**config.mk**
```make
export PLATFORM = sky130hd
export DESIGN_NAME = ufc_top
export DESIGN_NICKNAME = d
export VERILOG_FILES = /design/src/hdl/ufc_top.v
export VERILOG_INCLUDE_DIRS = /design/src /design/src/hdl
export SDC_FILE = /design/constraint.sdc
export NUM_CORES = 1
export LEC_CHECK = 0
export ABC_AREA = 1
export BUFFER_PORTS_ARGS = -buffer_cell sky130_fd_sc_hd__buf_2
export CORE_MARGIN = 8
export CORE_UTILIZATION = 48
export DETAILED_ROUTE_END_ITERATION = 7
export PLACE_DENSITY = 0.87
export SLEW_MARGIN = 15
export SYNTH_ARGS = -nofsm -noshare
export SYNTH_HDL_FRONTEND = slang
export SYNTH_SLANG_ARGS = --single-unit
```
**constraint.sdc**
```tcl
create_clock -name ref_clk_in -period 1.4 [get_ports ref_clk_in]
set_input_delay 0.14 -clock ref_clk_in [delete_from_list [all_inputs] [get_ports ref_clk_in]]
set_output_delay 0.14 -clock ref_clk_in [all_outputs]
set_load 0.01 [all_outputs]
```
**src/hdl/ufc_map.vh**
```
// Purpose: Register map and field constants for the serial port configuration block
// Assumes: APB with 32-bit data, one register per aligned word
// Notes:   Printed offsets are indices; byte address is four times the index
`ifndef UFC_MAP_VH
`define UFC_MAP_VH

// ----------------------------------------
// Register indices
// ----------------------------------------
`define UFC_IDX_FORMAT    8'h07
`define UFC_IDX_BAUD_LO   8'h08
`define UFC_IDX_BAUD_HI   8'h09
`define UFC_IDX_ABW       8'h0a
`define UFC_IDX_DBG       8'h0b
`define UFC_IDX_EVI       8'h0c
`define UFC_IDX_INFRARED_TX_PULSE_SETTING      8'h0d
`define UFC_IDX_FRAME     8'h10
`define UFC_IDX_STATUS    8'h11

// ----------------------------------------
// Reset values
// ----------------------------------------
`define UFC_RST_FORMAT    8'h03
`define UFC_RST_ZERO8     8'h00

// ----------------------------------------
// Communication modes
// ----------------------------------------
`define UFC_MODE_ASYNC    2'h0
`define UFC_MODE_SYNC     2'h1
`define UFC_MODE_IR       2'h2
`define UFC_MODE_SPI      2'h3

// ----------------------------------------
// Parity codes
// ----------------------------------------
`define UFC_PAR_OFF       2'h0
`define UFC_PAR_EVEN      2'h2
`define UFC_PAR_ODD       2'h3

// ----------------------------------------
// Character sizes
// ----------------------------------------
`define UFC_CH_9L         3'h6
`define UFC_CH_9H         3'h7
`define UFC_CH_BASE       4'h5

// ----------------------------------------
// Pulse shaping
// ----------------------------------------
`define UFC_INFRARED_TX_PULSE_SETTING_3_16     8'h00
`define UFC_INFRARED_TX_PULSE_SETTING_PASS     8'hff
`define UFC_SIXTEENTHS    4'h3

// ----------------------------------------
// Field positions
// ----------------------------------------
`define UFC_F_MODE        7:6
`define UFC_F_PAR         5:4
`define UFC_F_STOP        3
`define UFC_F_CHSZ        2:0
`define UFC_F_ORDER       2
`define UFC_F_PHASE       1
`define UFC_F_ABW         7:6
`define UFC_F_BIT0        0

`endif

```
**src/hdl/ufc_top.v**
```verilog
// Purpose: Frame format, baud divisor and infrared configuration with IR pulse shaper
// Assumes: APB slave at 50 MHz, synchronous active-high reset, inputs synchronous
// Notes:   Datapaths outside; this block decodes the settings and shapes IR pulses
//
// Overview of operation
// Two-bit field selects communication mode
// SPI mode remaps format register bits
// Transmitter sends computed parity when enabled
// Receiver flags parity mismatch
// Stop bits one or two, transmit only
// Shared character size, 5 to 9 bits
// SPI bit order MSB or LSB first
// Order change mid-transfer corrupts transfer
// SPI clock phase selects sample edge
// Baud divisor as two byte registers
// Divisor write reloads prescaler immediately
// Auto-baud tolerance window two-bit field
// Halted debug stops port unless run bit
// IR event input replaces receive pin
// Pulse setting zero gives 3/16 period
// Other settings give N-clock pulses at baud edge
// Setting 0xff passes signals unaltered
// Software sets pulse before transmitter enable
// Auto-baud only in asynchronous slave operation
// Software avoids reserved parity and size codes
//
// Added by the designer: the APB interface to the registers.
`timescale 1ns/1ps
`include "ufc_map.vh"

module ufc_top (
   // Clock and reset
   input  wire        ref_clk_in,
   input  wire        srst_in,
   // APB
   input  wire        psel_in,
   input  wire        penable_in,
   input  wire        pwrite_in,
   input  wire [11:0] paddr_in,
   input  wire [31:0] pwdata_in,
   output reg  [31:0] prdata_out,
   output reg         pready_out,
   output reg         pslverr_out,
   // Frame datapath hooks
   input  wire [8:0]  tx_data_in,
   input  wire [8:0]  rx_data_in,
   input  wire        rx_parity_bit_in,
   input  wire        rx_check_in,
   input  wire        busy_in,
   input  wire        autobaud_req_in,
   input  wire        cpu_halted_in,
   // Infrared path
   input  wire        baud_tick_in,
   input  wire        tx_bit_in,
   input  wire        rx_pin_in,
   input  wire        rx_event_in,
   // Decoded settings
   output reg  [1:0]  comm_mode_select_out,
   output reg         tx_parity_bit_out,
   output reg         parity_error_flag_out,
   output reg  [1:0]  stop_bit_count_out,
   output reg  [3:0]  character_width_out,
   output reg         nine_bit_high_first_out,
   output reg         spi_bit_order_out,
   output reg         spi_sample_edge_out,
   output reg         corrupt_out,
   output reg  [15:0] baud_divisor_out,
   output reg         prescaler_reload_out,
   output reg  [1:0]  autobaud_tolerance_out,
   output reg         autobaud_allow_out,
   output reg         port_run_out,
   output reg         ir_rx_out,
   output reg         ir_tx_out
);

// ----------------------------------------
// Registers
// ----------------------------------------
reg  [7:0]  frame_format_control;
reg  [15:0] baud_divisor;
reg  [7:0]  autobaud_window_control;
reg  [7:0]  debug_run_control;
reg  [7:0]  infrared_event_input_control;
reg  [7:0]  infrared_tx_pulse_length;
reg  [7:0]  pulse_cnt;
reg  [3:0]  sub_cnt;
reg         pulse_on;

wire        wr_en     = psel_in & penable_in & pwrite_in;
wire [7:0]  idx       = paddr_in[9:2];
wire        addr_ok   = (paddr_in[1:0] == 2'h0) && (paddr_in[11:10] == 2'h0);
wire [1:0]  mode      = frame_format_control[`UFC_F_MODE];
wire        is_spi    = (mode == `UFC_MODE_SPI);
wire [1:0]  par       = frame_format_control[`UFC_F_PAR];
wire [2:0]  chsz      = frame_format_control[`UFC_F_CHSZ];
wire        run       = ~cpu_halted_in | debug_run_control[`UFC_F_BIT0];
reg         mapped;
reg  [31:0] next_rdata;
reg  [8:0]  tx_mask;
reg         tx_xor;
reg         rx_xor;

// ----------------------------------------
// Read mux
// ----------------------------------------
always @* begin
   mapped     = addr_ok;
   next_rdata = 32'h0;
   case (idx)
      `UFC_IDX_FORMAT:  next_rdata = {24'h0, frame_format_control};
      `UFC_IDX_BAUD_LO: next_rdata = {24'h0, baud_divisor[7:0]};
      `UFC_IDX_BAUD_HI: next_rdata = {24'h0, baud_divisor[15:8]};
      `UFC_IDX_ABW:     next_rdata = {24'h0, autobaud_window_control};
      `UFC_IDX_DBG:     next_rdata = {24'h0, debug_run_control};
      `UFC_IDX_EVI:     next_rdata = {24'h0, infrared_event_input_control};
      `UFC_IDX_INFRARED_TX_PULSE_SETTING:    next_rdata = {24'h0, infrared_tx_pulse_length};
      `UFC_IDX_STATUS:  next_rdata = {29'h0, pulse_on, corrupt_out, parity_error_flag_out};
      default:          mapped = 1'b0;
   endcase
end

// ----------------------------------------
// Parity over active data bits
// ----------------------------------------
always @* begin
   case (chsz)
      3'h0:    tx_mask = 9'h01f;
      3'h1:    tx_mask = 9'h03f;
      3'h2:    tx_mask = 9'h07f;
      3'h3:    tx_mask = 9'h0ff;
      default: tx_mask = 9'h1ff;
   endcase
   tx_xor = ^(tx_data_in & tx_mask) ^ (par == `UFC_PAR_ODD);
   rx_xor = ^(rx_data_in & tx_mask) ^ (par == `UFC_PAR_ODD) ^ rx_parity_bit_in;
end

// ----------------------------------------
// APB slave and register writes
// ----------------------------------------
always @(posedge ref_clk_in) begin
   if (srst_in) begin
      frame_format_control         <= `UFC_RST_FORMAT;
      baud_divisor                 <= 16'h0;
      autobaud_window_control      <= `UFC_RST_ZERO8;
      debug_run_control            <= `UFC_RST_ZERO8;
      infrared_event_input_control <= `UFC_RST_ZERO8;
      infrared_tx_pulse_length     <= `UFC_RST_ZERO8;
      prdata_out                   <= 32'h0;
      pready_out                   <= 1'b0;
      pslverr_out                  <= 1'b0;
      prescaler_reload_out         <= 1'b0;
      corrupt_out                  <= 1'b0;
      parity_error_flag_out        <= 1'b0;
   end else begin
      pready_out           <= psel_in & ~penable_in;
      pslverr_out          <= psel_in & ~penable_in & ~mapped;
      prdata_out           <= (psel_in & ~penable_in & ~pwrite_in & mapped) ? next_rdata : 32'h0;
      prescaler_reload_out <= 1'b0;
      if (wr_en & pready_out & mapped) begin
         case (idx)
            `UFC_IDX_FORMAT: begin
               frame_format_control <= pwdata_in[7:0];
               if (is_spi && busy_in &&
                   (pwdata_in[`UFC_F_ORDER] != frame_format_control[`UFC_F_ORDER]))
                  corrupt_out <= 1'b1;
            end
            `UFC_IDX_BAUD_LO: begin
               baud_divisor[7:0]    <= pwdata_in[7:0];
               prescaler_reload_out <= 1'b1;
               if (busy_in)
                  corrupt_out <= 1'b1;
            end
            `UFC_IDX_BAUD_HI: begin
               baud_divisor[15:8]   <= pwdata_in[7:0];
               prescaler_reload_out <= 1'b1;
               if (busy_in)
                  corrupt_out <= 1'b1;
            end
            `UFC_IDX_ABW:  autobaud_window_control      <= pwdata_in[7:0];
            `UFC_IDX_DBG:  debug_run_control            <= pwdata_in[7:0];
            `UFC_IDX_EVI:  infrared_event_input_control <= pwdata_in[7:0];
            `UFC_IDX_INFRARED_TX_PULSE_SETTING: infrared_tx_pulse_length     <= pwdata_in[7:0];
            `UFC_IDX_STATUS: begin
               if (pwdata_in[0])
                  parity_error_flag_out <= 1'b0;
               if (pwdata_in[1])
                  corrupt_out <= 1'b0;
            end
            default: ;
         endcase
      end
      // Set wins over clear
      if (rx_check_in && run && !is_spi && par != `UFC_PAR_OFF && rx_xor)
         parity_error_flag_out <= 1'b1;
   end
end

// ----------------------------------------
// Decoded settings
// ----------------------------------------
always @(posedge ref_clk_in) begin
   if (srst_in) begin
      comm_mode_select_out    <= `UFC_MODE_ASYNC;
      tx_parity_bit_out       <= 1'b0;
      stop_bit_count_out      <= 2'h1;
      character_width_out     <= 4'h8;
      nine_bit_high_first_out <= 1'b0;
      spi_bit_order_out       <= 1'b0;
      spi_sample_edge_out     <= 1'b0;
      baud_divisor_out        <= 16'h0;
      autobaud_tolerance_out  <= 2'h0;
      autobaud_allow_out      <= 1'b0;
      port_run_out            <= 1'b1;
   end else begin
      comm_mode_select_out    <= mode;
      tx_parity_bit_out       <= (!is_spi && par != `UFC_PAR_OFF) ? tx_xor : 1'b0;
      stop_bit_count_out      <= is_spi ? 2'h1 :
                                 (frame_format_control[`UFC_F_STOP] ? 2'h2 : 2'h1);
      character_width_out     <= is_spi ? 4'h8 :
                                 (chsz[2] ? 4'h9 : `UFC_CH_BASE + {2'h0, chsz[1:0]});
      nine_bit_high_first_out <= !is_spi && (chsz == `UFC_CH_9H);
      spi_bit_order_out       <= is_spi & frame_format_control[`UFC_F_ORDER];
      spi_sample_edge_out     <= is_spi & frame_format_control[`UFC_F_PHASE];
      baud_divisor_out        <= baud_divisor;
      autobaud_tolerance_out  <= autobaud_window_control[`UFC_F_ABW];
      autobaud_allow_out      <= autobaud_req_in && (mode == `UFC_MODE_ASYNC);
      port_run_out            <= run;
   end
end

// ----------------------------------------
// Infrared pulse shaper
// ----------------------------------------
wire is_ir  = (mode == `UFC_MODE_IR);
wire pass   = ~is_ir | (infrared_tx_pulse_length == `UFC_INFRARED_TX_PULSE_SETTING_PASS);
wire rx_src = (is_ir & infrared_event_input_control[`UFC_F_BIT0]) ? rx_event_in : rx_pin_in;

always @(posedge ref_clk_in) begin
   if (srst_in) begin
      pulse_cnt <= 8'h0;
      sub_cnt   <= 4'h0;
      pulse_on  <= 1'b0;
      ir_tx_out <= 1'b1;
      ir_rx_out <= 1'b1;
   end else begin
      ir_rx_out <= run ? rx_src : ir_rx_out;
      if (pass) begin
         pulse_on  <= 1'b0;
         pulse_cnt <= 8'h0;
         sub_cnt   <= 4'h0;
         ir_tx_out <= tx_bit_in;
      end else if (baud_tick_in && !pulse_on && !tx_bit_in && run) begin
         pulse_on  <= 1'b1;
         sub_cnt   <= 4'h0;
         pulse_cnt <= 8'h1;
         ir_tx_out <= 1'b1;
      end else if (pulse_on) begin
         if (infrared_tx_pulse_length == `UFC_INFRARED_TX_PULSE_SETTING_3_16) begin
            if (baud_tick_in)
               sub_cnt <= sub_cnt + 4'h1;
            if (baud_tick_in && sub_cnt == `UFC_SIXTEENTHS - 4'h1) begin
               pulse_on  <= 1'b0;
               ir_tx_out <= 1'b0;
            end
         end else begin
            pulse_cnt <= pulse_cnt + 8'h1;
            if (pulse_cnt >= infrared_tx_pulse_length) begin
               pulse_on  <= 1'b0;
               ir_tx_out <= 1'b0;
            end
         end
      end else begin
         ir_tx_out <= 1'b0;
      end
   end
end

endmodule // ufc_top

```
==> out/metrics.cfg <==
[worst_setup_path]
cp_data_arrival_time_ns = 1.82
slowest_stage = dfxtp_2
cp_cell_sequence = inv_2 -> ha_4 -> nand2_2 -> nor2_4 -> nand4_1 -> nand3_1 -> nand2_2 -> a21oi_2 -> nor3_1
critical_path.max_stage_delay_ns = 0.35
required_ns = 1.71
critPathLaunchType = flip-flop
crit_fanout = 4
crit_path_end_kind = flip-flop
crit_type = flip-flop to flip-flop
cpMostUsedCell = nand2_2

[synthesis]
syn_area_sq_um = 5700
synthCells = 840
synth_edf_count = 0
synth_largest_area_cell = dfxtp_1
yosysTopAreaCellShare = 0.408
yosys-top-cells-count = 216 x nand2_1, 170 x nor2_1, 129 x inv_1
ys_seq_area_frac = 0.408
async_flop_share = 0
synth.most_common_cell = nand2_1
ys_warn_count = 0
synthTopCellsByArea = dfxtp_1 41%, nand2_1 14%, nor2_1 11%
synth_ff_type = dfxtp_1
avgSynthCellArea_sq_um = 6.78
synth_seq_cells = 116
synthDistinctLibCells = 36

[timing]
fmax_mhz = 664
maxSlewViolCount = 0
clock_skew_ns = 0.0120
setup_viol = 15
holdWs_ns = 0.0743
fin_crit_sh = 1.08
setup_tns_ns = -0.494
hold_viol = 0
period_needed_ns = 1.51
rsz0062_at_grt = true
setup_slack_ns = -0.105

[layout]
drive_above_1_share = 0.336
fin_area_sq_um = 8320
synthToLayoutAreaGrowth_pct = 46.0
final_cells = 1192
nets = 1124
utilization = 0.722

[worst_hold_path]
hold_path_class = input port to flip-flop

[place]
dp_slack_ns = -0.327
dpl.cell_count = 1141
place_area_sq_um = 6920
io_buffers = 98
routabilityCongestion = 0.895
dp_hpwl_microns = 12000

[routing]
route.detailed.drc = 0
firstDrtPassIters = 5
wl_per_cell_microns = 17.3
drt_iter0_markers = 780
wirelength_microns = 20600
viasPerCell = 5.41
num_vias = 6448
ant_nets = 0

[power]
ir_worst_vdd_v = 0.000835
finalPower_mw = 8.47
p_leak_nw = 4.28
power_density_nw_per_um2 = 1020

[clock_network]
cts_tree = done
clk_latency_ns = 0.43
path_clk_slew_ns = 0.06
htreeDepth = 4
cts_buffers = 17
cts-root-buf = clkbuf_16
clockBufferDepth = 2
cts.sinks = 116

[global_route]
grt_pass1_wl_microns = 28600
grt_start_max_net_pins = 62
grtUsageMet2 = 0.385
grt_pass1_vias = 5884
use_met3 = 0.0756
top_usage_layer = met2
grtUsageMet1 = 0.253
overflow = 0
antenna_found_initial = 1
track_usage = 0.225

[floorplanning]
start_util = 0.495
rows = 39
die_area_sq_um = 15600
die_y_microns = 125
ios = 147
core_area_sq_um = 11500
die_w_microns = 125

[flow_run]
max-cap-violations = 0

[outcome]
violations = setup timing
status = finished with violations

==> layout make-up <==
cell class	instances	area (sq um)
fillers	756	3200
multi-input cells	577	3240
repair buffers	193	1400
well taps	143	179
inverters	130	520
flip-flops and latches	116	2350
clock buffers	19	453
clock inverters	13	173
diodes	1	2.50
==> flip-flops by register name, indices dropped and copies added, names as in the netlist, 8 cells and up <==
| name | flops |
|---|---|
| baud_divisor | 16 |
| baud_divisor_out | 16 |
| autobaud_window_control | 8 |
| debug_run_control | 8 |
| frame_format_control | 8 |
| infrared_event_input_control | 8 |
| infrared_tx_pulse_length | 8 |
| prdata_out | 8 |
| pulse_cnt | 8 |
==> path summary, 6_finish.rpt <==
path | slack (ns) | start | cells after the start | to
worst max register to register | -0.11 | infrared_tx_pulse_length[4] | 9 | pulse_on
worst min-delay path | 0.07 | cpu_halted_in | 4 | port_run_out
worst max-delay path | -0.11 | infrared_tx_pulse_length[4] | 9 | pulse_on
worst min register to register | 0.46 | baud_divisor[15] | 2 | baud_divisor_out[15]
==> worst max-delay path, delay by kind of cell (launching register included) <==
kind	cells	cell delay [ns]
AND/OR/NAND/NOR	6	0.58
flip-flops	1	0.35
adder cells (fa/ha/maj)	1	0.26
AO/OA/AOI/OAI	1	0.12
buffers and inverters	1	0.07
==> layer usage <==
| layer | vias up | share of wire |
|---|---|---|
| li1 | 2958 | - |
| met1 | 2957 | 0.36 |
| met2 | 432 | 0.48 |
| met3 | 101 | 0.11 |
| met4 | 0 | 0.047 |
| met5 | - | 0 |
==> kinds of logic after synthesis <==
kind of cell / after synthesis / share of synthesized area
AOI/OAI and AO/OA: 62 / 0.0635
xor gates and xnor gates: 12 / 0.0185
adders and majority gates: 13 / 0.0286
buffers and inverters: 173 / 0.138
DFF: 116 / 0.408
other: 1 / 0.000658
and+or+nand+nor: 463 / 0.343
==> placed cells by master (no fill, tap or decap), drive strengths merged <==
master        Yosys  final
nand2           218    219
buf              35    183
nor2            171    171
inv             129    131
dfxtp           116    116
nand3            25     25
o21ai            25     25
conb              1     24
clkbuf            8     23
nor3             20     20
nand4            18     20
a21oi            17     17
ha               13     13
xnor2             9      9
o22ai             7      7
nor4              7      7
dlygate4sd3       0      5
clkinv            1      5
o221ai            4      4
o2111ai           4      4
clkinvlp          0      4
bufinv            0      3
xor2              3      3
nand3b            2      2
o211ai            2      2
o21a              2      2
diode             0      1
a21boi            1      1
and3              1      1
or2               1      1
dlymetal6s4s      0      1
==> report_power, final <==
group | leakage [nW] | total [mW] | internal (mW) | switching, mW
Clock | 0.292 | 4.60 | 2.91 | 1.69
Sequential | 0.942 | 3.31 | 3.30 | 0.00360
Combinational | 3.04 | 0.559 | 0.208 | 0.351
Total | 4.28 | 8.47 | 6.42 | 2.05
==> timing repair <==
item / 4_1_cts / 5_1_grt
cloned: 0 / 8
setup buffers: 1 / 4
pin swaps: 21 / 46
resized for setup: 38 / 114
endpoints found under the hold margin: 6 / 0
endpoints found under the setup margin: 9 / 64
hold buffers: 6 / 0
Note: power is estimated with default switching activity, not from simulation.
